==> config.mk <==
export PLATFORM = sky130hd
export DESIGN_NAME = ascii_can_frame_codec
export DESIGN_NICKNAME = d
export VERILOG_FILES = /design/src/hw/acfc_pkg.sv /design/src/hw/acfc_tx_if.sv /design/src/hw/ascii_can_frame_codec.sv /design/src/hw/acfc_frame_encoder.sv
export SDC_FILE = /design/constraint.sdc
export NUM_CORES = 1
export LEC_CHECK = 0
export BUFFER_PORTS_ARGS = -buffer_cell sky130_fd_sc_hd__buf_4
export CAP_MARGIN = 20
export CORE_ASPECT_RATIO = 0.75
export CORE_MARGIN = 2
export CORE_UTILIZATION = 40
export CTS_CLUSTER_SIZE = 25
export DETAILED_ROUTE_END_ITERATION = 6
export PLACE_DENSITY = 0.6
export SLEW_MARGIN = 20
export SYNTH_ARGS = -nofsm -noshare
export SYNTH_HDL_FRONTEND = slang
export SYNTH_SLANG_ARGS = --single-unit
==> constraint.sdc <==
create_clock -name clk -period 4.4 [get_ports clk]
set_input_delay 0.22 -clock clk [delete_from_list [all_inputs] [get_ports clk]]
set_output_delay 0.22 -clock clk [all_outputs]
set_load 0.02 [all_outputs]
==> src/hw/acfc_pkg.sv <==
package acfc_pkg;

  // Protocol server listening port, 19227
  localparam logic [15:0] ACFC_TCP_PORT   = 16'h4B1B;

  // Byte codes of the text stream
  localparam logic [7:0]  ACFC_CH_SP      = 8'h20;
  localparam logic [7:0]  ACFC_CH_CR      = 8'h0D;
  localparam logic [7:0]  ACFC_CH_LF      = 8'h0A;
  localparam logic [7:0]  ACFC_CH_0       = 8'h30;
  localparam logic [7:0]  ACFC_CH_8       = 8'h38;
  localparam logic [7:0]  ACFC_CH_9       = 8'h39;
  localparam logic [7:0]  ACFC_CH_UA      = 8'h41;
  localparam logic [7:0]  ACFC_CH_UZ      = 8'h5A;
  localparam logic [7:0]  ACFC_CH_LA      = 8'h61;
  localparam logic [7:0]  ACFC_CH_LF_HEX  = 8'h66;
  localparam logic [7:0]  ACFC_CH_LZ      = 8'h7A;
  localparam logic [7:0]  ACFC_CASE_BIT   = 8'h20;
  localparam logic [7:0]  ACFC_HEX_LO     = 8'h30;
  localparam logic [7:0]  ACFC_HEX_HI     = 8'h37;

  // Lower-case letters seen by the parser
  localparam logic [7:0]  ACFC_LC_M       = 8'h6D;
  localparam logic [7:0]  ACFC_LC_C       = 8'h63;
  localparam logic [7:0]  ACFC_LC_D       = 8'h64;
  localparam logic [7:0]  ACFC_LC_E       = 8'h65;
  localparam logic [7:0]  ACFC_LC_I       = 8'h69;
  localparam logic [7:0]  ACFC_LC_S       = 8'h73;
  localparam logic [7:0]  ACFC_LC_R       = 8'h72;

  // Upper-case letters sent by the encoder
  localparam logic [7:0]  ACFC_UC_M       = 8'h4D;
  localparam logic [7:0]  ACFC_UC_S       = 8'h53;
  localparam logic [7:0]  ACFC_UC_E       = 8'h45;
  localparam logic [7:0]  ACFC_UC_D       = 8'h44;
  localparam logic [7:0]  ACFC_UC_R       = 8'h52;

  // Frame field limits
  localparam logic [3:0]  ACFC_MAX_DATA   = 4'h8;
  localparam logic [3:0]  ACFC_ID_FIELD   = 4'h2;
  localparam logic [3:0]  ACFC_DATA_FIELD = 4'h3;
  localparam logic [3:0]  ACFC_DESC_LAST  = 4'h2;
  localparam logic [3:0]  ACFC_ID_DIGITS  = 4'h8;
  localparam logic [3:0]  ACFC_BYTE_DIGS  = 4'h2;
  localparam logic [3:0]  ACFC_CMD_FIELDS = 4'h2;
  localparam logic [3:0]  ACFC_FIELD_SAT  = 4'hF;
  localparam logic [3:0]  ACFC_STD_DIGS   = 4'h3;
  localparam logic [3:0]  ACFC_EXT_DIGS   = 4'h8;
  localparam logic [3:0]  ACFC_HEAD_LAST  = 4'h5;
  localparam logic [31:0] ACFC_STD_ID_MAX = 32'h0000_07FF;
  localparam logic [31:0] ACFC_EXT_ID_MAX = 32'h1FFF_FFFF;

  // Message kinds by leading type field
  typedef enum logic [2:0] {
    ACFC_KIND_NONE  = 3'h0,
    ACFC_KIND_FRAME = 3'h1,
    ACFC_KIND_CTRL  = 3'h2,
    ACFC_KIND_DEV   = 3'h3,
    ACFC_KIND_ERR   = 3'h4,
    ACFC_KIND_INFO  = 3'h5
  } acfc_kind_type;

  // Encoder output phases
  typedef enum logic [2:0] {
    ACFC_ENC_IDLE = 3'h0,
    ACFC_ENC_HEAD = 3'h1,
    ACFC_ENC_ID   = 3'h2,
    ACFC_ENC_SP   = 3'h3,
    ACFC_ENC_DATA = 3'h4,
    ACFC_ENC_CR   = 3'h5,
    ACFC_ENC_LF   = 3'h6
  } acfc_enc_phase_type;

  // Nibble to upper-case hex character
  function automatic logic [7:0] acfc_hex(input logic [3:0] v);
    return (v < 4'hA) ? ACFC_HEX_LO + {4'h0, v} : ACFC_HEX_HI + {4'h0, v};
  endfunction

endpackage

==> src/hw/acfc_tx_if.sv <==
`timescale 1ns/1ps
// Byte stream from encoder to host side
interface acfc_tx_if;
  logic       valid;  // Byte offered
  logic [7:0] data;   // Text byte
  logic       ready;  // Byte taken
  modport src (output valid, output data, input ready);
  modport snk (input valid, input data, output ready);
endinterface

==> src/hw/ascii_can_frame_codec.sv <==
`timescale 1ns/1ps
// Function
// Server listens on fixed port after reset
// One connection; further requests refused
// Connection loss triggers reboot, resume
// Only letters and digits, case ignored
// Valid first char; space before terminator
// Next message may follow terminator directly
// Any CR/LF combination ends message
// Invalid character drops whole message
// Numbers are bare hex digits
// Fields separated by space byte
// Space runs count as one delimiter
// Bytes in reading order, type first
// Five kinds told by type field
// Bus frames encoded and sent to host
// Valid frame text sent on bus at once
// Type, descriptor, identifier, zero-eight data
// Descriptor: format, type, length digit
// One byte per character
// Controller command: C, command, parameters
// Reject length mismatch or identifier overrange
module ascii_can_frame_codec
  import acfc_pkg::*;
(
  // Clock, reset, enable
  input  wire logic        clk,
  input  wire logic        sys_rst,
  input  wire logic        clk_en,
  // Connection control from the network stack
  input  wire logic        conn_req,
  input  wire logic        conn_lost,
  output wire logic        srv_listen,
  output wire logic [15:0] listen_port,
  output wire logic        conn_accept,
  output wire logic        conn_reject,
  output wire logic        conn_active,
  output wire logic        reboot_req,
  // Text bytes from host
  input  wire logic        rx_valid,
  input  wire logic [7:0]  rx_data,
  // Text bytes to host
  output wire logic        tx_valid,
  output wire logic [7:0]  tx_data,
  input  wire logic        tx_ready,
  // Frames to bus
  output wire logic        can_tx_valid,
  output wire logic        can_tx_ext,
  output wire logic        can_tx_rtr,
  output wire logic [3:0]  can_tx_dlc,
  output wire logic [28:0] can_tx_id,
  output wire logic [63:0] can_tx_data,
  // Frames from bus
  input  wire logic        can_rx_valid,
  input  wire logic        can_rx_ext,
  input  wire logic        can_rx_rtr,
  input  wire logic [3:0]  can_rx_dlc,
  input  wire logic [28:0] can_rx_id,
  input  wire logic [63:0] can_rx_data,
  output wire logic        can_rx_ready,
  // Non-frame messages
  output wire logic        msg_valid,
  output wire logic [2:0]  msg_kind
);

  typedef struct packed {
    logic          listen;   // Server up
    logic [15:0]   port;     // Listening port
    logic          active;   // Connection open
    logic          accept;   // Accept pulse
    logic          reject;   // Reject pulse
    logic          reboot;   // Reboot pulse
    logic          started;  // Message begun
    logic          in_field; // Inside a field
    logic          prev_sp;  // Last byte a space
    logic          bad;      // Message to drop
    logic [3:0]    field_cnt;// Fields begun
    logic [3:0]    fchars;   // Chars in field
    acfc_kind_type kind;     // Message kind
    logic          desc_ok;  // Descriptor complete
    logic          ext;      // Extended format
    logic          rtr;      // Remote frame
    logic [3:0]    dlc;      // Length code
    logic [31:0]   id;       // Identifier
    logic [63:0]   data;     // Payload, byte 0 low
    logic          ctx_v;    // Bus frame pulse
    logic          ctx_ext;  // Bus frame format
    logic          ctx_rtr;  // Bus frame type
    logic [3:0]    ctx_dlc;  // Bus frame length
    logic [28:0]   ctx_id;   // Bus frame id
    logic [63:0]   ctx_data; // Bus frame data
    logic          mv;       // Message pulse
    logic [2:0]    mk;       // Message kind
  } acfc_top_state_type;

  acfc_top_state_type s;        // Registered state
  acfc_top_state_type n;        // Next state
  acfc_tx_if          txc ();   // Encoder stream
  logic [7:0]         lc;       // Lower-cased byte
  logic               is_upper; // A..Z
  logic               is_lower; // a..z
  logic               is_dig;   // 0..9
  logic               is_hex;   // Hex digit
  logic               is_term;  // CR or LF
  logic               is_sp;    // Space
  logic [3:0]         nib;      // Hex value
  logic [3:0]         ndata;    // Expected data fields
  logic               msg_ok;   // Syntax clean
  logic               cnt_ok;   // Data count fits
  logic               id_ok;    // Identifier in range
  logic               frame_ok; // Frame to send
  logic               cmd_ok;   // Other kind to pass
  logic               take;     // Byte consumed
  logic [3:0]         f;        // Current field index
  logic [3:0]         p;        // Position in field
  logic [3:0]         k;        // Data byte index

  // Output ports from state
  assign srv_listen   = s.listen;
  assign listen_port  = s.port;
  assign conn_accept  = s.accept;
  assign conn_reject  = s.reject;
  assign conn_active  = s.active;
  assign reboot_req   = s.reboot;
  assign can_tx_valid = s.ctx_v;
  assign can_tx_ext   = s.ctx_ext;
  assign can_tx_rtr   = s.ctx_rtr;
  assign can_tx_dlc   = s.ctx_dlc;
  assign can_tx_id    = s.ctx_id;
  assign can_tx_data  = s.ctx_data;
  assign msg_valid    = s.mv;
  assign msg_kind     = s.mk;
  assign tx_valid     = txc.valid;
  assign tx_data      = txc.data;
  assign txc.ready    = tx_ready;

  // Byte classes, case folded
  always_comb begin
    is_upper = (rx_data >= ACFC_CH_UA) && (rx_data <= ACFC_CH_UZ);
    is_lower = (rx_data >= ACFC_CH_LA) && (rx_data <= ACFC_CH_LZ);
    is_dig   = (rx_data >= ACFC_CH_0) && (rx_data <= ACFC_CH_9);
    lc       = is_upper ? (rx_data | ACFC_CASE_BIT) : rx_data;
    is_hex   = is_dig || ((lc >= ACFC_CH_LA) && (lc <= ACFC_CH_LF_HEX));
    nib      = is_dig ? rx_data[3:0] : lc[3:0] + 4'h9;
    is_term  = (rx_data == ACFC_CH_CR) || (rx_data == ACFC_CH_LF);
    is_sp    = (rx_data == ACFC_CH_SP);
    take     = rx_valid && s.active && !conn_lost;
  end

  // Checks applied at the terminator
  always_comb begin
    ndata    = s.rtr ? 4'h0 : s.dlc;
    msg_ok   = s.started && !s.bad && s.prev_sp;
    cnt_ok   = (s.field_cnt >= ACFC_DATA_FIELD) && (s.field_cnt - ACFC_DATA_FIELD == ndata);
    id_ok    = s.ext ? (s.id <= ACFC_EXT_ID_MAX) : (s.id <= ACFC_STD_ID_MAX);
    frame_ok = msg_ok && (s.kind == ACFC_KIND_FRAME) && s.desc_ok && cnt_ok && id_ok;
    cmd_ok   = msg_ok && ((((s.kind == ACFC_KIND_CTRL) || (s.kind == ACFC_KIND_DEV))
               && (s.field_cnt >= ACFC_CMD_FIELDS)) || (s.kind == ACFC_KIND_ERR)
               || (s.kind == ACFC_KIND_INFO));
  end

  // Connection handling and message parser
  always_comb begin
    n = s;
    f = 4'h0;
    p = 4'h0;
    k = 4'h0;
    if (clk_en) begin
      n.accept = 1'b0;
      n.reject = 1'b0;
      n.reboot = 1'b0;
      n.ctx_v  = 1'b0;
      n.mv     = 1'b0;
      n.listen = 1'b1;
      n.port   = ACFC_TCP_PORT;
      if (conn_lost && s.active) begin
        n = '0;
        n.reboot = 1'b1;
      end else if (conn_req) begin
        if (s.active || !s.listen) begin
          n.reject = 1'b1;
        end else begin
          n.accept = 1'b1;
          n.active = 1'b1;
        end
      end
      if (take) begin
        if (is_term) begin
          if (s.started) begin
            if (frame_ok) begin
              n.ctx_v    = 1'b1;
              n.ctx_ext  = s.ext;
              n.ctx_rtr  = s.rtr;
              n.ctx_dlc  = s.dlc;
              n.ctx_id   = s.id[28:0];
              n.ctx_data = s.data;
            end else if (cmd_ok) begin
              n.mv = 1'b1;
              n.mk = s.kind;
            end
            // Ready for next message at once
            n.started   = 1'b0;
            n.in_field  = 1'b0;
            n.prev_sp   = 1'b0;
            n.bad       = 1'b0;
            n.field_cnt = 4'h0;
            n.fchars    = 4'h0;
            n.kind      = ACFC_KIND_NONE;
            n.desc_ok   = 1'b0;
            n.ext       = 1'b0;
            n.rtr       = 1'b0;
            n.dlc       = 4'h0;
            n.id        = 32'h0000_0000;
            n.data      = 64'h0000_0000_0000_0000;
          end
        end else if (is_sp) begin
          n.in_field = 1'b0;
          n.prev_sp  = 1'b1;
          if (!s.started) begin
            n.started = 1'b1;
            n.bad     = 1'b1;
          end
        end else if (is_upper || is_lower || is_dig) begin
          n.started = 1'b1;
          n.prev_sp = 1'b0;
          if (!s.in_field) begin
            n.in_field  = 1'b1;
            n.fchars    = 4'h0;
            n.field_cnt = (s.field_cnt == ACFC_FIELD_SAT) ? s.field_cnt : s.field_cnt + 4'h1;
          end
          f        = n.field_cnt - 4'h1;
          p        = n.fchars;
          n.fchars = (p == ACFC_FIELD_SAT) ? p : p + 4'h1;
          if (f == 4'h0) begin
            if (p != 4'h0) begin
              n.kind = ACFC_KIND_NONE;
            end else begin
              unique case (lc)
                ACFC_LC_M: n.kind = ACFC_KIND_FRAME;
                ACFC_LC_C: n.kind = ACFC_KIND_CTRL;
                ACFC_LC_D: n.kind = ACFC_KIND_DEV;
                ACFC_LC_E: n.kind = ACFC_KIND_ERR;
                ACFC_LC_I: n.kind = ACFC_KIND_INFO;
                default:   n.kind = ACFC_KIND_NONE;
              endcase
            end
          end else if (s.kind == ACFC_KIND_FRAME) begin
            if (f == 4'h1) begin
              unique case (p)
                4'h0: begin
                  n.ext = (lc == ACFC_LC_E);
                  if ((lc != ACFC_LC_E) && (lc != ACFC_LC_S)) begin
                    n.bad = 1'b1;
                  end
                end
                4'h1: begin
                  n.rtr = (lc == ACFC_LC_R);
                  if ((lc != ACFC_LC_R) && (lc != ACFC_LC_D)) begin
                    n.bad = 1'b1;
                  end
                end
                ACFC_DESC_LAST: begin
                  n.dlc     = rx_data[3:0];
                  n.desc_ok = is_dig && (rx_data <= ACFC_CH_8);
                  n.bad     = s.bad || !n.desc_ok;
                end
                default: n.bad = 1'b1;
              endcase
            end else if (f == ACFC_ID_FIELD) begin
              n.id = {s.id[27:0], nib};
              if (!is_hex || (p >= ACFC_ID_DIGITS)) begin
                n.bad = 1'b1;
              end
            end else begin
              k = f - ACFC_DATA_FIELD;
              if (!is_hex || (p >= ACFC_BYTE_DIGS) || (k >= ACFC_MAX_DATA)) begin
                n.bad = 1'b1;
              end else begin
                n.data[{k[2:0], 3'h0} +: 8] = {s.data[{k[2:0], 3'h0} +: 4], nib};
              end
            end
          end
        end else begin
          n.started = 1'b1;
          n.prev_sp = 1'b0;
          n.bad     = 1'b1;
        end
      end
    end
  end

  // State register
  always_ff @(posedge clk) begin
    if (sys_rst) begin
      s <= '0;
    end else begin
      s <= n;
    end
  end

  // Frames from bus to host text, only while connected
  acfc_frame_encoder u_enc (
    .clk       (clk),
    .sys_rst   (sys_rst),
    .clk_en    (clk_en),
    .frm_valid (can_rx_valid && s.active),
    .frm_ext   (can_rx_ext),
    .frm_rtr   (can_rx_rtr),
    .frm_dlc   (can_rx_dlc),
    .frm_id    (can_rx_id),
    .frm_data  (can_rx_data),
    .frm_ready (can_rx_ready),
    .tx        (txc.src)
  );

  property p_listen;
    @(posedge clk) disable iff (sys_rst)
      clk_en && !s.listen |=> s.listen && s.port == ACFC_TCP_PORT;
  endproperty
  a_listen: assert property (p_listen) else $error("server not started");

  property p_single;
    @(posedge clk) disable iff (sys_rst)
      clk_en && conn_req && s.active && !conn_lost |=> conn_reject && !conn_accept && conn_active;
  endproperty
  a_single: assert property (p_single) else $error("second connection not refused");

  property p_reboot;
    @(posedge clk) disable iff (sys_rst)
      clk_en && conn_lost && s.active |=> reboot_req && !conn_active ##1 !reboot_req;
  endproperty
  a_reboot: assert property (p_reboot) else $error("no reboot on loss");

  property p_drop;
    @(posedge clk) disable iff (sys_rst)
      clk_en && take && is_term && s.started && s.bad |=> !can_tx_valid && !msg_valid;
  endproperty
  a_drop: assert property (p_drop) else $error("bad message not dropped");

  property p_send;
    @(posedge clk) disable iff (sys_rst)
      clk_en && take && is_term && frame_ok |=> can_tx_valid && can_tx_id == $past(s.id[28:0]);
  endproperty
  a_send: assert property (p_send) else $error("frame not sent");

  property p_count;
    @(posedge clk) disable iff (sys_rst)
      clk_en && take && is_term && s.kind == ACFC_KIND_FRAME && (!cnt_ok || !id_ok) |=> !can_tx_valid;
  endproperty
  a_count: assert property (p_count) else $error("mismatched frame sent");

  property p_next;
    @(posedge clk) disable iff (sys_rst)
      clk_en && take && is_term |=> !s.started && s.field_cnt == 4'h0;
  endproperty
  a_next: assert property (p_next) else $error("parser not ready after terminator");

  property p_spaces;
    @(posedge clk) disable iff (sys_rst)
      clk_en && take && is_sp && s.prev_sp |=> $stable(s.field_cnt) && s.prev_sp;
  endproperty
  a_spaces: assert property (p_spaces) else $error("space run split a field");

endmodule // ascii_can_frame_codec

==> src/hw/acfc_frame_encoder.sv <==
`timescale 1ns/1ps
module acfc_frame_encoder
  import acfc_pkg::*;
(
  // Clock and reset
  input  wire logic        clk,
  input  wire logic        sys_rst,
  input  wire logic        clk_en,
  // Frame from bus
  input  wire logic        frm_valid,
  input  wire logic        frm_ext,
  input  wire logic        frm_rtr,
  input  wire logic [3:0]  frm_dlc,
  input  wire logic [28:0] frm_id,
  input  wire logic [63:0] frm_data,
  output wire logic        frm_ready,
  // Text bytes out
  acfc_tx_if.src           tx
);

  typedef struct packed {
    acfc_enc_phase_type phase;    // Output phase
    logic [3:0]         idx;      // Char or nibble index
    logic [3:0]         byte_idx; // Data byte in progress
    logic               ext;      // Extended format
    logic               rtr;      // Remote frame
    logic [3:0]         dlc;      // Length code
    logic [31:0]        id;       // Identifier, padded
    logic [63:0]        data;     // Payload, byte 0 low
    logic               tx_valid; // Byte offered
    logic [7:0]         tx_data;  // Byte value
    logic               ready;    // Idle, frame accepted
  } acfc_enc_state_type;

  acfc_enc_state_type s;      // Registered state
  acfc_enc_state_type n;      // Next state
  logic [3:0]         nbytes; // Data fields to send
  logic [7:0]         head;   // Header character

  assign nbytes    = s.rtr ? 4'h0 : s.dlc;
  assign frm_ready = s.ready;
  assign tx.valid  = s.tx_valid;
  assign tx.data   = s.tx_data;

  // Header characters: type, descriptor, delimiters
  always_comb begin
    unique case (s.idx)
      4'h0:    head = ACFC_UC_M;
      4'h2:    head = s.ext ? ACFC_UC_E : ACFC_UC_S;
      4'h3:    head = s.rtr ? ACFC_UC_R : ACFC_UC_D;
      4'h4:    head = ACFC_CH_0 + {4'h0, s.dlc};
      default: head = ACFC_CH_SP;
    endcase
  end

  // Emit one text byte per free slot
  always_comb begin
    n = s;
    if (clk_en) begin
      if (s.tx_valid && tx.ready) begin
        n.tx_valid = 1'b0;
      end
      if (s.phase == ACFC_ENC_IDLE) begin
        if (frm_valid) begin
          n.phase    = ACFC_ENC_HEAD;
          n.idx      = 4'h0;
          n.byte_idx = 4'h0;
          n.ext      = frm_ext;
          n.rtr      = frm_rtr;
          n.dlc      = frm_dlc;
          n.id       = {3'h0, frm_id};
          n.data     = frm_data;
        end
      end else if (!s.tx_valid || tx.ready) begin
        n.tx_valid = 1'b1;
        unique case (s.phase)
          ACFC_ENC_HEAD: begin
            n.tx_data = head;
            if (s.idx == ACFC_HEAD_LAST) begin
              n.phase = ACFC_ENC_ID;
              n.idx   = (s.ext ? ACFC_EXT_DIGS : ACFC_STD_DIGS) - 4'h1;
            end else begin
              n.idx = s.idx + 4'h1;
            end
          end
          ACFC_ENC_ID: begin
            n.tx_data = acfc_hex(s.id[{s.idx[2:0], 2'h0} +: 4]);
            if (s.idx == 4'h0) begin
              n.phase = ACFC_ENC_SP;
            end else begin
              n.idx = s.idx - 4'h1;
            end
          end
          ACFC_ENC_SP: begin
            n.tx_data = ACFC_CH_SP;
            if (s.byte_idx < nbytes) begin
              n.phase = ACFC_ENC_DATA;
              n.idx   = 4'h1;
            end else begin
              n.phase = ACFC_ENC_CR;
            end
          end
          ACFC_ENC_DATA: begin
            n.tx_data = acfc_hex(s.data[{s.byte_idx[2:0], s.idx[0], 2'h0} +: 4]);
            if (s.idx == 4'h0) begin
              n.phase    = ACFC_ENC_SP;
              n.byte_idx = s.byte_idx + 4'h1;
            end else begin
              n.idx = s.idx - 4'h1;
            end
          end
          ACFC_ENC_CR: begin
            n.tx_data = ACFC_CH_CR;
            n.phase   = ACFC_ENC_LF;
          end
          ACFC_ENC_LF: begin
            n.tx_data = ACFC_CH_LF;
            n.phase   = ACFC_ENC_IDLE;
          end
          default: begin
            n.tx_valid = 1'b0;
            n.phase    = ACFC_ENC_IDLE;
          end
        endcase
      end
      n.ready = (n.phase == ACFC_ENC_IDLE);
    end
  end

  // State register
  always_ff @(posedge clk) begin
    if (sys_rst) begin
      s <= '0;
    end else begin
      s <= n;
    end
  end

  // Accepted frame starts the header
  property p_enc_start;
    @(posedge clk) disable iff (sys_rst)
      clk_en && frm_valid && s.ready |=> s.phase == ACFC_ENC_HEAD && s.idx == 4'h0 && !s.ready;
  endproperty
  a_enc_start: assert property (p_enc_start) else $error("frame not taken");

  // First byte of a message is the type letter
  property p_enc_type;
    @(posedge clk) disable iff (sys_rst)
      clk_en && s.phase == ACFC_ENC_HEAD && s.idx == 4'h0 && (!s.tx_valid || tx.ready)
        |=> s.tx_valid && s.tx_data == ACFC_UC_M;
  endproperty
  a_enc_type: assert property (p_enc_type) else $error("message not led by type");

endmodule // acfc_frame_encoder

==> impl_results.md, run 1 <==
- Status: completed
- Aggregate negative setup slack: 0 ns
- Clock root buffer: sky130_fd_sc_hd__clkbuf_16
- Actual transition at the worst max-transition pin: between 1 and 1.5 ns
- Number of optimization iterations in the first detailed-route pass: 6
- Number of filler cells placed in the layout: 4149
- Post-Syn Area: ~0.018 mm^2
- Power density over cell area: 332.5 mW/mm^2
- Antenna diode instance count: 0
- Met2 wire length: 26720 um
- Placed insts: 2716
- Maximum frequency from static timing analysis: 0.2464 GHz
- Number of setup buffers added after CTS: 0
- Core Footprint: 0.04344 mm^2
- TritonCTS clock tree: yes
- Worst slack at placement: roughly 0.35 ns
- Fraction of the yosys area taken by sequential cells: approximately two fifths
- Worst min-delay path class: in2reg
- Total Die Area: 0.04580 mm^2
- Leakage component of the power: ~0.0081 uW
- Starting density of the core: 40.60%
- Dominant combinational cell family by area after synthesis: compound AO/OA/AOI/OAI gates
- Largest clock skew in the final design: 0.02638 ns
- Maximum vdd drop: 292.5 uV
- Top library cells by usage in the layout, fill and taps aside: sky130_fd_sc_hd__nand2_1, sky130_fd_sc_hd__dfxtp_1, sky130_fd_sc_hd__buf_4
- Count of cells resized by post-cts repair: 0
- Worst Setup Start Kind: flip-flop
- Nets@finish: around 2400
- Number of register bits inferred by synthesis: 346
- FFs w/ async S/R, synth: 0%
- Commonest non-fill, non-tap cell in the layout: sky130_fd_sc_hd__nand2_1
- Number of vias in the routed layout: 16960
- Portion of synthesized cell area occupied by the leading cell type: 39.28%
- End point of the critical path: s[157]
- Crit share post-route: 92.23%
- Number of global-route vias before repair: 15880
- Average routed wire per standard cell: 22.03 um
- Mapped Avg Cell Area: 8.381 um^2
- Data arrival time of the critical path: 4.47 ns
- Count of buffers from port buffering: 240
- 1st-iter DRT viols: 1657
- Wire length of the first global-routing pass: 95510 um
- Total Routing Usage GR: 26.87%
- I/O Pins: 250
- Proportion of synthesized area in mux cells: 5.421%
- Relative max-transition margin: 19.00%
- Pin count of the biggest net entering global routing: 104
- Post-synthesis share of cell area spent on and, or, nand and nor gates: 19.67%
- GR Overflow Total: 0
- DRC viols: 0
- Fraction of the mapped netlist area in compound gates: between 20% and 30%
- RSZ-0062 raised after global routing: false
- Synth warnings: 0
- Setup ws final: 0.3420 ns
- CTS Buffer Depth: 3
- Placement row count: 66
- Worst-Skew Late Latency: 0.55 ns
- Number of standard cells in the final layout excluding fillers: 2890
- EDFF count, synth: 0
- Synth unique cells: about 100
- Post-synthesis xor/xnor area fraction: under 10%
- Highest net fanout along the worst path: 13
- Capturing element type of the critical path: flip-flop
- Total area of sequential cells: between 0.006 and 0.007 mm^2
- Layout cell share with drive strength beyond 1: a little under a fifth
- Synth-to-Final Area Change: 22.29%
- Most frequently used flop master after synthesis: sky130_fd_sc_hd__dfxtp_1
- Die span in y: about 190 um
- Crit Reg-Reg Startpoint: s[216]
- HPWL after DPL: 43920 um
- Max-slew violation count: 0
- Clock H-tree levels: 2
- Clock slew at reported path FFs: around 0.060 ns
- Met1 WL: 29860 um
- Critical path origin: s[216]
- Fraction of the mapped netlist area in adder cells: 1.703%
- Initial antenna violation count: 0
- Worst reg2reg endpoint: s[157]
- Cell count after synthesis: 2104
- Tmin final: 4.058 ns
- Number of vias per cell after detailed routing: 5.869
- Post-route total power: 7170 uW
- Data required time at the worst endpoint: 4.81 ns
- Worst-case register-to-register setup slack: 0.34 ns
- Number of clock buffers inserted by TritonCTS: 39
- Uppermost signal routing layer after detailed routing: met4
- CTS hold repair buffers: 105
- Detailed Route WL: 63650 um
- Finish-stage setup viols: 0
- Total length of routed met3 wires: approximately 5200 um
- Total number of clock tree sinks: 346
- Synth area leader: sky130_fd_sc_hd__dfxtp_1
- Multi-input combinational cell area: roughly 0.0091 mm^2
- Number of hold-slack violations in the final timing report: 0
- Area contributors post-synth: sky130_fd_sc_hd__dfxtp_1, sky130_fd_sc_hd__nand2_1, sky130_fd_sc_hd__a21oi_1
- Type of the worst setup path: reg2reg
- Number of max-capacitance violations reported: 0
- Die Width: 246.4 um
- R2R cell count: 12
- Weighted congestion reported at the end of routability-driven placement: 0.9983
- Count of nets left with antenna violations after detail routing: 0
[worst min path at each step]
stage / cells after the start / start / slack (ns) / endpoint
3_3_place_gp: 2 / u_enc.s[18] / 0.44 / u_enc.s[18]
5_1_grt: 4 / conn_lost / 0.05 / conn_active
3_5_place_dp: 2 / u_enc.s[19] / 0.45 / u_enc.s[19]
6_report: 4 / conn_lost / 0.04 / conn_active
2_1_floorplan: 2 / rx_data[0] / 0.35 / s[200]
4_1_cts: 4 / conn_lost / 0.01 / conn_active
[critical path, stage by stage, from the launching register on]
cell and delay [ns]:
sky130_fd_sc_hd__dfxtp_1 0.61, sky130_fd_sc_hd__nand3_2 0.23, sky130_fd_sc_hd__a211o_1 0.47, sky130_fd_sc_hd__nand2_2 0.19
sky130_fd_sc_hd__inv_2 0.06, sky130_fd_sc_hd__ha_1 0.18, sky130_fd_sc_hd__ha_1 0.36, sky130_fd_sc_hd__or4_1 0.59
sky130_fd_sc_hd__mux2i_4 0.36, sky130_fd_sc_hd__buf_4 0.22, sky130_fd_sc_hd__nor4_4 0.07, sky130_fd_sc_hd__a2111oi_0 0.43
sky130_fd_sc_hd__o22ai_1 0.15
[layer usage]
layer | track usage (%) | vias up
li1 | - | 7844
met1 | 40.14 | 8222
met2 | 38.01 | 765
met3 | 5.363 | 129
met4 | 9.157 | 0
met5 | 0 | -
[Yosys cell counts, types with 10 or more instances]
library cell / instances
sky130_fd_sc_hd__a21oi_1: 208
sky130_fd_sc_hd__nand2_1: 356
sky130_fd_sc_hd__and3_1: 18
sky130_fd_sc_hd__o21ai_1: 21
sky130_fd_sc_hd__o21ai_0: 96
sky130_fd_sc_hd__nand3b_1: 16
sky130_fd_sc_hd__a22oi_1: 10
sky130_fd_sc_hd__nor2b_1: 11
sky130_fd_sc_hd__o22ai_1: 12
sky130_fd_sc_hd__ha_1: 24
sky130_fd_sc_hd__nand2b_1: 20
sky130_fd_sc_hd__a32oi_1: 10
sky130_fd_sc_hd__clkbuf_1: 114
sky130_fd_sc_hd__mux2i_1: 30
sky130_fd_sc_hd__a211oi_1: 35
sky130_fd_sc_hd__nor2_1: 100
sky130_fd_sc_hd__dfxtp_1: 346
sky130_fd_sc_hd__nand3_1: 45
sky130_fd_sc_hd__o211ai_1: 14
sky130_fd_sc_hd__a22o_1: 100
sky130_fd_sc_hd__buf_2: 27
sky130_fd_sc_hd__and2_1: 15
sky130_fd_sc_hd__nand4_1: 46
sky130_fd_sc_hd__buf_4: 127
sky130_fd_sc_hd__nor3_1: 35
sky130_fd_sc_hd__a31oi_1: 22
sky130_fd_sc_hd__inv_1: 20
sky130_fd_sc_hd__mux4_2: 25
[per-stage QoR]
stage / cell area [um^2] / util (%) / hold WS [ns]
finish: 21560 / 49.64 / 0.04295
global route: 21560 / 49.64 / 0.04706
CTS: 21550 / 49.62 / 0.01283
detailed placement: 19180 / 44.17 / 0.4451
global placement: 19180 / 44.17 / 0.4411
floorplan: 17660 / - / 0.3544
[area by class of cell]
cell class / count / share of cell area [%]
timing repair buffer: 411 / 15.74
sequential: 346 / 32.13
inverter: 24 / 0.4758
clock inverter: 13 / 0.8762
tap: 578 / 3.354
multi-input combinational: 1462 / 42.19
clock buffer: 56 / 5.240
[power by group]
part	internal (uW)	leakage (uW)	switching, uW	total [uW]
clock	2030	0.000641	1350	3380
sequential	3160	0.00279	47.1	3210
combinational	256	0.00471	332	588
[registers in the layout, summed over array words and instances (netlist names)]
| register | count |
|---|---|
| can_tx_data | 64 |
| can_tx_dlc | 4 |
| can_tx_ext | 1 |
| can_tx_id | 29 |
| can_tx_rtr | 1 |
| can_tx_valid | 1 |
| conn_accept | 1 |
| conn_active | 1 |
| conn_reject | 1 |
| listen_port | 1 |
| msg_kind | 3 |
| msg_valid | 1 |
| reboot_req | 1 |
| s | 118 |
| u_enc.frm_ready | 1 |
| u_enc.s | 110 |
| u_enc.tx.data | 7 |
| u_enc.tx.valid | 1 |
[cell families after synthesis]
logic type / count (synthesis)
AND/OR/NAND/NOR: 725
AO/OA/AOI/OAI: 624
flip-flops: 346
buffers and inverters: 304
multiplexers: 62
adder cells (fa/ha/maj): 24
XOR/XNOR: 18
other: 1
(Power assumes the default switching activity.)
==> run 2: changes to the inputs <==
- CORE_UTILIZATION: 40 -> 55
- PLACE_DENSITY: 0.6 -> 0.78
- TNS_END_PERCENT: default -> 10
==> run 2 against run 1 <==
Against the previous run: flip-flop and latch count unchanged; clock skew up 0.0020 ns; routed wire length down 3.9%; setup slack better by 0.045 ns; first-iteration DRC count up 25%; the run now ends with design-rule violations left; sequential share of layout area up 0.56 points; maximum frequency up 1.1%; largest cell class unchanged; power down 3.1%; final area down 1.7%.
==> impl_results.md, run 2 (synthesis gave the netlist of run 1 again) <==
- Status: complete, but fails checks (was completed)
- Failing checks: design-rule violations
- Count of buffers from port buffering: 240 (unchanged)
- Comb pwr share: 8.5% (was 8.2%)
- Largest clock skew in the final design: 0.02842 ns (was 0.02638 ns)
- Number of clock buffers inserted by TritonCTS: 36 (was 39)
- Post-route total power: 6951 uW (was 7170 uW)
- Wire length of the first global-routing pass: 94030 um (was 95510 um)
- Synth-to-Final Area Change: 20.21% (was 22.29%)
- RSZ-0062 raised after global routing: false (unchanged)
- Number of global-route vias before repair: 16220 (was 15880)
- Combined buffer and inverter count along the critical path: 4 (was 2)
- Nets@finish: 2417 (was 2423)
- Family of cells with the greatest summed delay on the critical path: compound AO/OA/AOI/OAI gates (was simple AND/OR/NAND/NOR gates)
- Detailed Route WL: 61180 um (was 63650 um)
- Internal power: 5293 uW (was 5441 uW)
- Max-slew violation count: 0 (unchanged)
- Net switching share of the total power: 23.84% (was 24.11%)
- Switching power summed over all nets: 1657 uW (was 1729 uW)
- Core Footprint: 0.03139 mm^2 (was 0.04344 mm^2)
- CTS Buffer Depth: 3 (unchanged)
- Placement row count: 56 (was 66)
- TritonCTS clock tree: yes (unchanged)
- Aggregate negative setup slack: 0 ns (unchanged)
- Share of total power in sequential cells: 46.1% (was 44.7%)
- Cell depth of the worst min-delay path: 3 (was 4)
- HPWL after DPL: 41520 um (was 43920 um)
- Number of max-capacitance violations reported: 0 (unchanged)
- DRC viols: 2 (was 0)
- Average routed wire per standard cell: 22.58 um (was 22.03 um)
- Leakage component of the power: 0.008082 uW (was 0.008143 uW)
- Initial antenna violation count: 2 (was 0)
- Hold EP: s[201] (was conn_active)
- Count of nets left with antenna violations after detail routing: 0 (unchanged)
- Weighted congestion reported at the end of routability-driven placement: 0.9887 (was 0.9983)
- Total Die Area: 0.03352 mm^2 (was 0.04580 mm^2)
- Relative max-transition margin: 26.62% (was 19.00%)
- GR Overflow Total: 0 (unchanged)
- Data arrival time of the critical path: 4.40 ns (was 4.47 ns)
- Worst min-delay path class: in2reg (unchanged)
- Type of the worst setup path: reg2reg (unchanged)
- Top library cells by usage in the layout, fill and taps aside: sky130_fd_sc_hd__nand2_1, sky130_fd_sc_hd__dfxtp_1, sky130_fd_sc_hd__buf_4 (unchanged)
- Finish-stage setup viols: 0 (unchanged)
- Setup ws final: 0.3872 ns (was 0.3420 ns)
- I/O Pins: 250 (unchanged)
- Crit Reg-Reg Startpoint: s[214] (was s[216])
- Number of vias per cell after detailed routing: 6.354 (was 5.869)
- Worst slack at placement: 0.4844 ns (was 0.3548 ns)
- Startpoint of the worst hold path: rx_data[1] (was conn_lost)
- Number of standard cells in the final layout excluding fillers: 2709 (was 2890)
- Die span in y: 159.1 um (was 185.8 um)
- Highest net fanout along the worst path: 8 (was 13)
- Crit share post-route: 91.20% (was 92.23%)
- Power density over cell area: 327.9 mW/mm^2 (was 332.5 mW/mm^2)
- Number of optimization iterations in the first detailed-route pass: 7 (was 6)
- Share of total power in the clock network: 45.4% (was 47.1%)
- Total number of clock tree sinks: 346 (unchanged)
- 1st-iter DRT viols: 2071 (was 1657)
- Commonest non-fill, non-tap cell in the layout: sky130_fd_sc_hd__nand2_1 (unchanged)
- Number of vias in the routed layout: 17210 (was 16960)
- Data required time at the worst endpoint: 4.79 ns (was 4.81 ns)
- Clock root buffer: sky130_fd_sc_hd__clkbuf_16 (unchanged)
- Placed insts: 2541 (was 2716)
- Count of cells resized by post-cts repair: 0 (unchanged)
- Flip-flop count of the largest register after layout: 118 (unchanged)
- Die Width: 210.8 um (was 246.4 um)
- Worst reg2reg endpoint: s[157] (unchanged)
- Total Routing Usage GR: 35.54% (was 26.87%)
- Highest-delay cell along the critical path: sky130_fd_sc_hd__a211o_1 (was sky130_fd_sc_hd__dfxtp_1)
- Number of filler cells placed in the layout: 2517 (was 4149)
- Crit-path max cell delay: 0.45 ns (was 0.61 ns)
- Number of hold-slack violations in the final timing report: 0 (unchanged)
- Pin count of the biggest net entering global routing: 97 (was 104)
- Layout cell share with drive strength beyond 1: 18.64% (was 18.99%)
- R2R cell count: 17 (was 12)
- Starting density of the core: 56.17% (was 40.60%)
- Tmin final: 4.013 ns (was 4.058 ns)
- Clock H-tree levels: 2 (unchanged)
- Maximum frequency from static timing analysis: 0.2492 GHz (was 0.2464 GHz)
- Capturing element type of the critical path: flip-flop (unchanged)
- Worst-Skew Late Latency: 0.54 ns (was 0.55 ns)
- Cells traversed along the worst timing path: ha_1, nand3_2, a211o_1, nand2_2, inv_2, buf_4, ha_1, nor3_1, nor2_1, o21ai_0, mux2i_4, buf_4, buf_4, nor3_4, nor2_1, a2111oi_0, o22ai_1 (was nand3_2, a211o_1, nand2_2, inv_2, ha_1, ha_1, or4_1, mux2i_4, buf_4, nor4_4, a2111oi_0, o22ai_1)
- Worst Setup Start Kind: flip-flop (unchanged)
- Clock slew at reported path FFs: 0.06 ns (about the same)
- Most used cell along the critical path: sky130_fd_sc_hd__buf_4 (was sky130_fd_sc_hd__ha_1)
- Actual transition at the worst max-transition pin: 1.101 ns (was 1.211 ns)
- Worst-case register-to-register setup slack: 0.39 ns (was 0.34 ns)
- Register bank with the most flops: s (unchanged)
- Maximum vdd drop: 371.0 uV (was 292.5 uV)
-- run 2: metrics by stage --
step | hold slack, ns | utilization (%) | area (um^2)
detailed placement | 0.4456 | 60.28 | 18920
floorplan | 0.3544 | - | 17660
global route | 0.009134 | 67.53 | 21200
CTS | 0.0007848 | 67.42 | 21160
global placement | 0.4395 | 60.28 | 18920
finish | 0.009563 | 67.53 | 21200
-- run 2: area by class of cell --
cell class | instances | area (um^2) | share of cell area (%)
flip-flops and latches | 346 | 6928 | 32.68
clock inverters | 11 | 166.4 | 0.7851
repair buffers | 408 | 3359 | 15.85
inverters | 24 | 102.6 | 0.4840
multi-input cells | 1462 | 9092 | 42.90
clock buffers | 50 | 1035 | 4.882
diodes | 2 | 5.005 | 0.02361
well taps | 406 | 508.0 | 2.397
-- run 2: how the worst max path moves through the flow --
stage / startpoint / endpoint / slack [ns] / cells after the start
finish: s[214] / s[157] / 0.39 / 17
global route: s[214] / s[157] / 0.05 / 17
CTS: s[214] / s[157] / 0.46 / 17
detailed placement: s[214] / s[157] / 0.48 / 17
global placement: s[214] / s[157] / 0.61 / 17
floorplan: s[214] / s[104] / 0.62 / 15
-- run 2: layer usage --
metal / GRT usage (%) / up-vias / share of wire, %
met5: 0 / - / 0
met4: 13.86 / 0 / 3.8
met3: 7.830 / 178 / 11
met2: 50.95 / 1046 / 42
met1: 51.81 / 8159 / 43
li1: - / 7830 / -
-- run 2: worst min-delay path: cells and delay by family --
kind,cells,cell delay [ns]
compound gates,1,0.07
buf+inv,1,0.14
simple gates,1,0.06
-- run 2: repair_timing --
item	in CTS	in global routing
hold buffers	104	0
setup buffers	0	0
endpoints found under the hold margin	109	0
setup endpoints to repair	0	0
-- run 2: power by group through the flow --
stage          Clock [uW]  Sequential, uW  Combinational [uW]
2_1_floorplan           0            3250                 306
6_report             3160            3200                 591
3_5_place_dp            0            3270                 491
5_1_grt              3320            3210                 625
4_1_cts              3180            3200                 567
3_3_place_gp            0            3270                 486
==> run 3: changes to the inputs <==
- ABC_AREA: default -> 1
- PLACE_DENSITY: 0.78 -> 0.77
==> run 3 against run 2 <==
Against the previous run: the flow now finishes without violations; clock power rose by 2%; final area rose by 18%; setup slack improved by 0.24 ns; routed wire length rose by 26%; via count rose by 42%; largest cell class unchanged.
==> impl_results.md, run 3 <==
- Status: completed (was complete, but fails checks)
- Proportion of synthesized area in mux cells: 0.1835% (was 5.421%)
- Maximum vdd drop: 310.1 uV (was 371.0 uV)
- Crit share post-route: 85.80% (was 91.20%)
- Total number of clock tree sinks: 346 (unchanged)
- Synth unique cells: 57 (was 102)
- Fraction of the yosys area taken by sequential cells: 31.74% (was 39.28%)
- Multi-input combinational cell area: 0.01199 mm^2 (was 0.009092 mm^2)
- Leakage component of the power: 0.01023 uW (was 0.008082 uW)
- Core Footprint: 0.03933 mm^2 (was 0.03139 mm^2)
- Synth-to-Final Area Change: 15.08% (was 20.21%)
- Relative max-transition margin: 26.39% (was 26.62%)
- Type of the worst setup path: reg2reg (unchanged)
- Most numerous cell types in the synthesized netlist: sky130_fd_sc_hd__nand2_1, sky130_fd_sc_hd__nor2_1, sky130_fd_sc_hd__a21oi_1 (was sky130_fd_sc_hd__nand2_1, sky130_fd_sc_hd__dfxtp_1, sky130_fd_sc_hd__a21oi_1)
- Net switching share of the total power: 28.60% (was 23.84%)
- Weighted congestion reported at the end of routability-driven placement: 1.018 (was 0.9887)
- Most used cell along the critical path: sky130_fd_sc_hd__nand2_1 (was sky130_fd_sc_hd__buf_4)
- I/O Pins: 250 (unchanged)
- Worst-Skew Late Latency: 0.55 ns (was 0.54 ns)
- Clock root buffer: sky130_fd_sc_hd__clkbuf_16 (unchanged)
- Most frequently used flop master after synthesis: sky130_fd_sc_hd__dfxtp_1 (unchanged)
- Actual transition at the worst max-transition pin: 1.104 ns (was 1.101 ns)
- Starting density of the core: 55.49% (was 56.17%)
- Data required time at the worst endpoint: 4.87 ns (was 4.79 ns)
- Layout cell share with drive strength beyond 1: 11.79% (was 18.64%)
- Mapped Avg Cell Area: 6.306 um^2 (was 8.381 um^2)
- Cells traversed along the worst timing path: inv_1, ha_1, nand2_1, nand3_1, nand2_1, ha_1, clkinv_1, buf_4, nor3_1, buf_4, nand2_1, o21ai_0, o21a_1, o21ai_1, a21oi_1 (was ha_1, nand3_2, a211o_1, nand2_2, inv_2, buf_4, ha_1, nor3_1, nor2_1, o21ai_0, mux2i_4, buf_4, buf_4, nor3_4, nor2_1, a2111oi_0, o22ai_1)
- Register bank with the most flops: s (unchanged)
- GR Overflow Total: 0 (unchanged)
- EDFF count, synth: 0 (unchanged)
- Crit-path max cell delay: 0.74 ns (was 0.45 ns)
- HPWL after DPL: 51520 um (was 41520 um)
- Final Cell Area: 0.02512 mm^2 (was 0.02120 mm^2)
- Synth area leader: sky130_fd_sc_hd__dfxtp_1 (unchanged)
- Wire length of the first global-routing pass: 121100 um (was 94030 um)
- Number of register bits inferred by synthesis: 346 (unchanged)
- Worst slack at placement: 0.7928 ns (was 0.4844 ns)
- Placement row count: 63 (was 56)
- Count of buffers from port buffering: 240 (unchanged)
- Comb pwr share: 15.0% (was 8.5%)
- Cell count after synthesis: 3461 (was 2104)
- Tmin final: 3.775 ns (was 4.013 ns)
- Number of vias per cell after detailed routing: 5.987 (was 6.354)
- Average routed wire per standard cell: 18.91 um (was 22.58 um)
- Clock slew at reported path FFs: 0.06 ns (about the same)
- Area contributors post-synth: sky130_fd_sc_hd__dfxtp_1, sky130_fd_sc_hd__nand2_1, sky130_fd_sc_hd__a21oi_1 (unchanged)
- 1st-iter DRT viols: 2860 (was 2071)
- Portion of synthesized cell area occupied by the leading cell type: 31.74% (was 39.28%)
- Instance area after placement: 0.02290 mm^2 (was 0.01892 mm^2)
- Total Die Area: 0.04131 mm^2 (was 0.03352 mm^2)
- Flip-flop count of the largest register after layout: 118 (unchanged)
- Fraction of the mapped netlist area in adder cells: 1.376% (was 1.703%)
- Number of max-capacitance violations reported: 0 (unchanged)
- Number of global-route vias before repair: 22070 (was 16220)
- Pin count of the biggest net entering global routing: 128 (was 97)
- Number of filler cells placed in the layout: 3572 (was 2517)
- Number of clock buffers inserted by TritonCTS: 38 (was 36)
- Switching power summed over all nets: 2178 uW (was 1657 uW)
- FFs w/ async S/R, synth: 0% (unchanged)
- Die Width: 234.0 um (was 210.8 um)
- Total area of sequential cells: 0.006927 mm^2 (was 0.006928 mm^2)
- Count of nets left with antenna violations after detail routing: 0 (unchanged)
- Fraction of the mapped netlist area in compound gates: 25.26% (was 23.32%)
- Internal power: 5436 uW (was 5293 uW)
- Post-synthesis xor/xnor area fraction: 0.3210% (was 1.057%)
- RSZ-0062 raised after global routing: false (unchanged)
- Worst Setup Start Kind: flip-flop (unchanged)
- Post-Syn Area: 0.02182 mm^2 (was 0.01763 mm^2)
- Clock H-tree levels: 2 (unchanged)
- Largest clock skew in the final design: 0.01371 ns (was 0.02842 ns)
- Post-synthesis share of cell area spent on and, or, nand and nor gates: 27.52% (was 19.67%)
- Number of vias in the routed layout: 24500 (was 17210)
- Worst-case register-to-register setup slack: 0.62 ns (was 0.39 ns)
- Aggregate negative setup slack: 0 ns (unchanged)
- Top-count cell post-synth: sky130_fd_sc_hd__nand2_1 (unchanged)
- Share of total power in the clock network: 42.2% (was 45.4%)
- Data arrival time of the critical path: 4.24 ns (was 4.40 ns)
- Setup ws final: 0.6249 ns (was 0.3872 ns)
- Number of hold-slack violations in the final timing report: 0 (unchanged)
- Max-slew violation count: 0 (unchanged)
- TritonCTS clock tree: yes (unchanged)
- Capturing element type of the critical path: flip-flop (unchanged)
- Highest-delay cell along the critical path: sky130_fd_sc_hd__nor3_1 (was sky130_fd_sc_hd__a211o_1)
- Dominant combinational cell family by area after synthesis: simple AND/OR/NAND/NOR gates (was compound AO/OA/AOI/OAI gates)
- CTS Buffer Depth: 3 (unchanged)
- Power density over cell area: 303.2 mW/mm^2 (was 327.9 mW/mm^2)
- Initial antenna violation count: 2 (unchanged)
- Total Routing Usage GR: 36.42% (was 35.54%)
- Synth warnings: 0 (unchanged)
- Share of total power in sequential cells: 42.9% (was 46.1%)
- Commonest non-fill, non-tap cell in the layout: sky130_fd_sc_hd__nand2_1 (unchanged)
- Die span in y: 176.5 um (was 159.1 um)
- Top library cells by usage in the layout, fill and taps aside: sky130_fd_sc_hd__nand2_1, sky130_fd_sc_hd__nor2_1, sky130_fd_sc_hd__a21oi_1 (was sky130_fd_sc_hd__nand2_1, sky130_fd_sc_hd__dfxtp_1, sky130_fd_sc_hd__buf_4)
- Finish-stage setup viols: 0 (unchanged)
- DRC viols: 0 (was 2)
- Maximum frequency from static timing analysis: 0.2649 GHz (was 0.2492 GHz)
- Detailed Route WL: 77370 um (was 61180 um)
- Highest net fanout along the worst path: 16 (was 8)
- Worst min-delay path class: in2reg (unchanged)
- Nets@finish: 3686 (was 2417)
- Number of optimization iterations in the first detailed-route pass: 5 (was 7)
-- run 3: cell types whose count changed after synthesis, moves of 73 or more --
cell,delta
sky130_fd_sc_hd__a21oi_1,+171
sky130_fd_sc_hd__a22o_1,-100
sky130_fd_sc_hd__clkbuf_1,+73
sky130_fd_sc_hd__inv_1,+246
sky130_fd_sc_hd__nand2_1,+313
sky130_fd_sc_hd__nand3_1,+203
sky130_fd_sc_hd__nor2_1,+323
sky130_fd_sc_hd__o211ai_1,+86
sky130_fd_sc_hd__o21ai_0,+280
-- run 3: path summary, 6_finish.rpt --
check	from	endpoint	cells past startpoint
max	s[214]	s[146]	15
min	clk_en	conn_reject	3
max reg2reg	s[214]	s[146]	15
min reg2reg	s[219]	s[219]	2
-- run 3: cell type report --
cell class | instances | share of cell area (%)
multi-input cells | 2475 | 47.75
flip-flops and latches | 346 | 27.58
repair buffers | 394 | 12.81
clock buffers | 53 | 4.454
inverters | 292 | 4.414
well taps | 520 | 2.591
clock inverters | 11 | 0.3936
diodes | 1 | 0.009964
-- run 3: repair_timing --
action | in CTS | in global routing
hold buffers | 99 | 0
buffers inserted | 0 | 0
hold endpoints to repair | 99 | 0
resized for setup | 0 | 0
-- run 3: metal layers --
metal	vias to the layer above	wire length [um]	track usage [%]
li1	11590	-	-
met1	11450	34380	52.84
met2	1281	32840	53.81
met3	168	8012	7.849
met4	4	2066	10.76
met5	-	70	0
-- run 3: worst max-delay path: cells and delay by family (launching register included) --
family / cells / cell delay (ns)
simple gates: 5 / 1.30
buf+inv: 4 / 0.68
fa+ha+maj: 2 / 0.89
compound gates: 4 / 0.39
flops: 1 / 0.43
-- run 3: kinds of logic (layout without fill, tap and decap cells) --
group / Yosys count / in the layout
DFF: 346 / 346
adders and majority gates: 24 / 24
muxes: 4 / 4
buffers and inverters: 648 / 750
other: 1 / 10
AOI/OAI and AO/OA: 1002 / 1002
xor gates and xnor gates: 8 / 8
and+or+nand+nor: 1428 / 1428
-- run 3: power groups by stage --
stage / logic (uW) / registers, uW / clock network, uW
2_1_floorplan: 708 / 3310 / 0
3_3_place_gp: 1020 / 3330 / 0
3_5_place_dp: 1030 / 3330 / 0
4_1_cts: 1110 / 3260 / 3220
5_1_grt: 1240 / 3270 / 3360
6_report: 1140 / 3260 / 3210
-- run 3: metrics by stage --
stage                     std cells  total power [uW]  hold WS [ns]  util, %
after floorplan                3469              4019        0.3549        -
final                          4092              7614        0.1876    63.85
after global placement         3928              4351        0.4442    58.23
after global routing           4092              7864        0.1908    63.85
after CTS                      4091              7593        0.1791    63.85
after detailed placement       3928              4361        0.4461    58.23
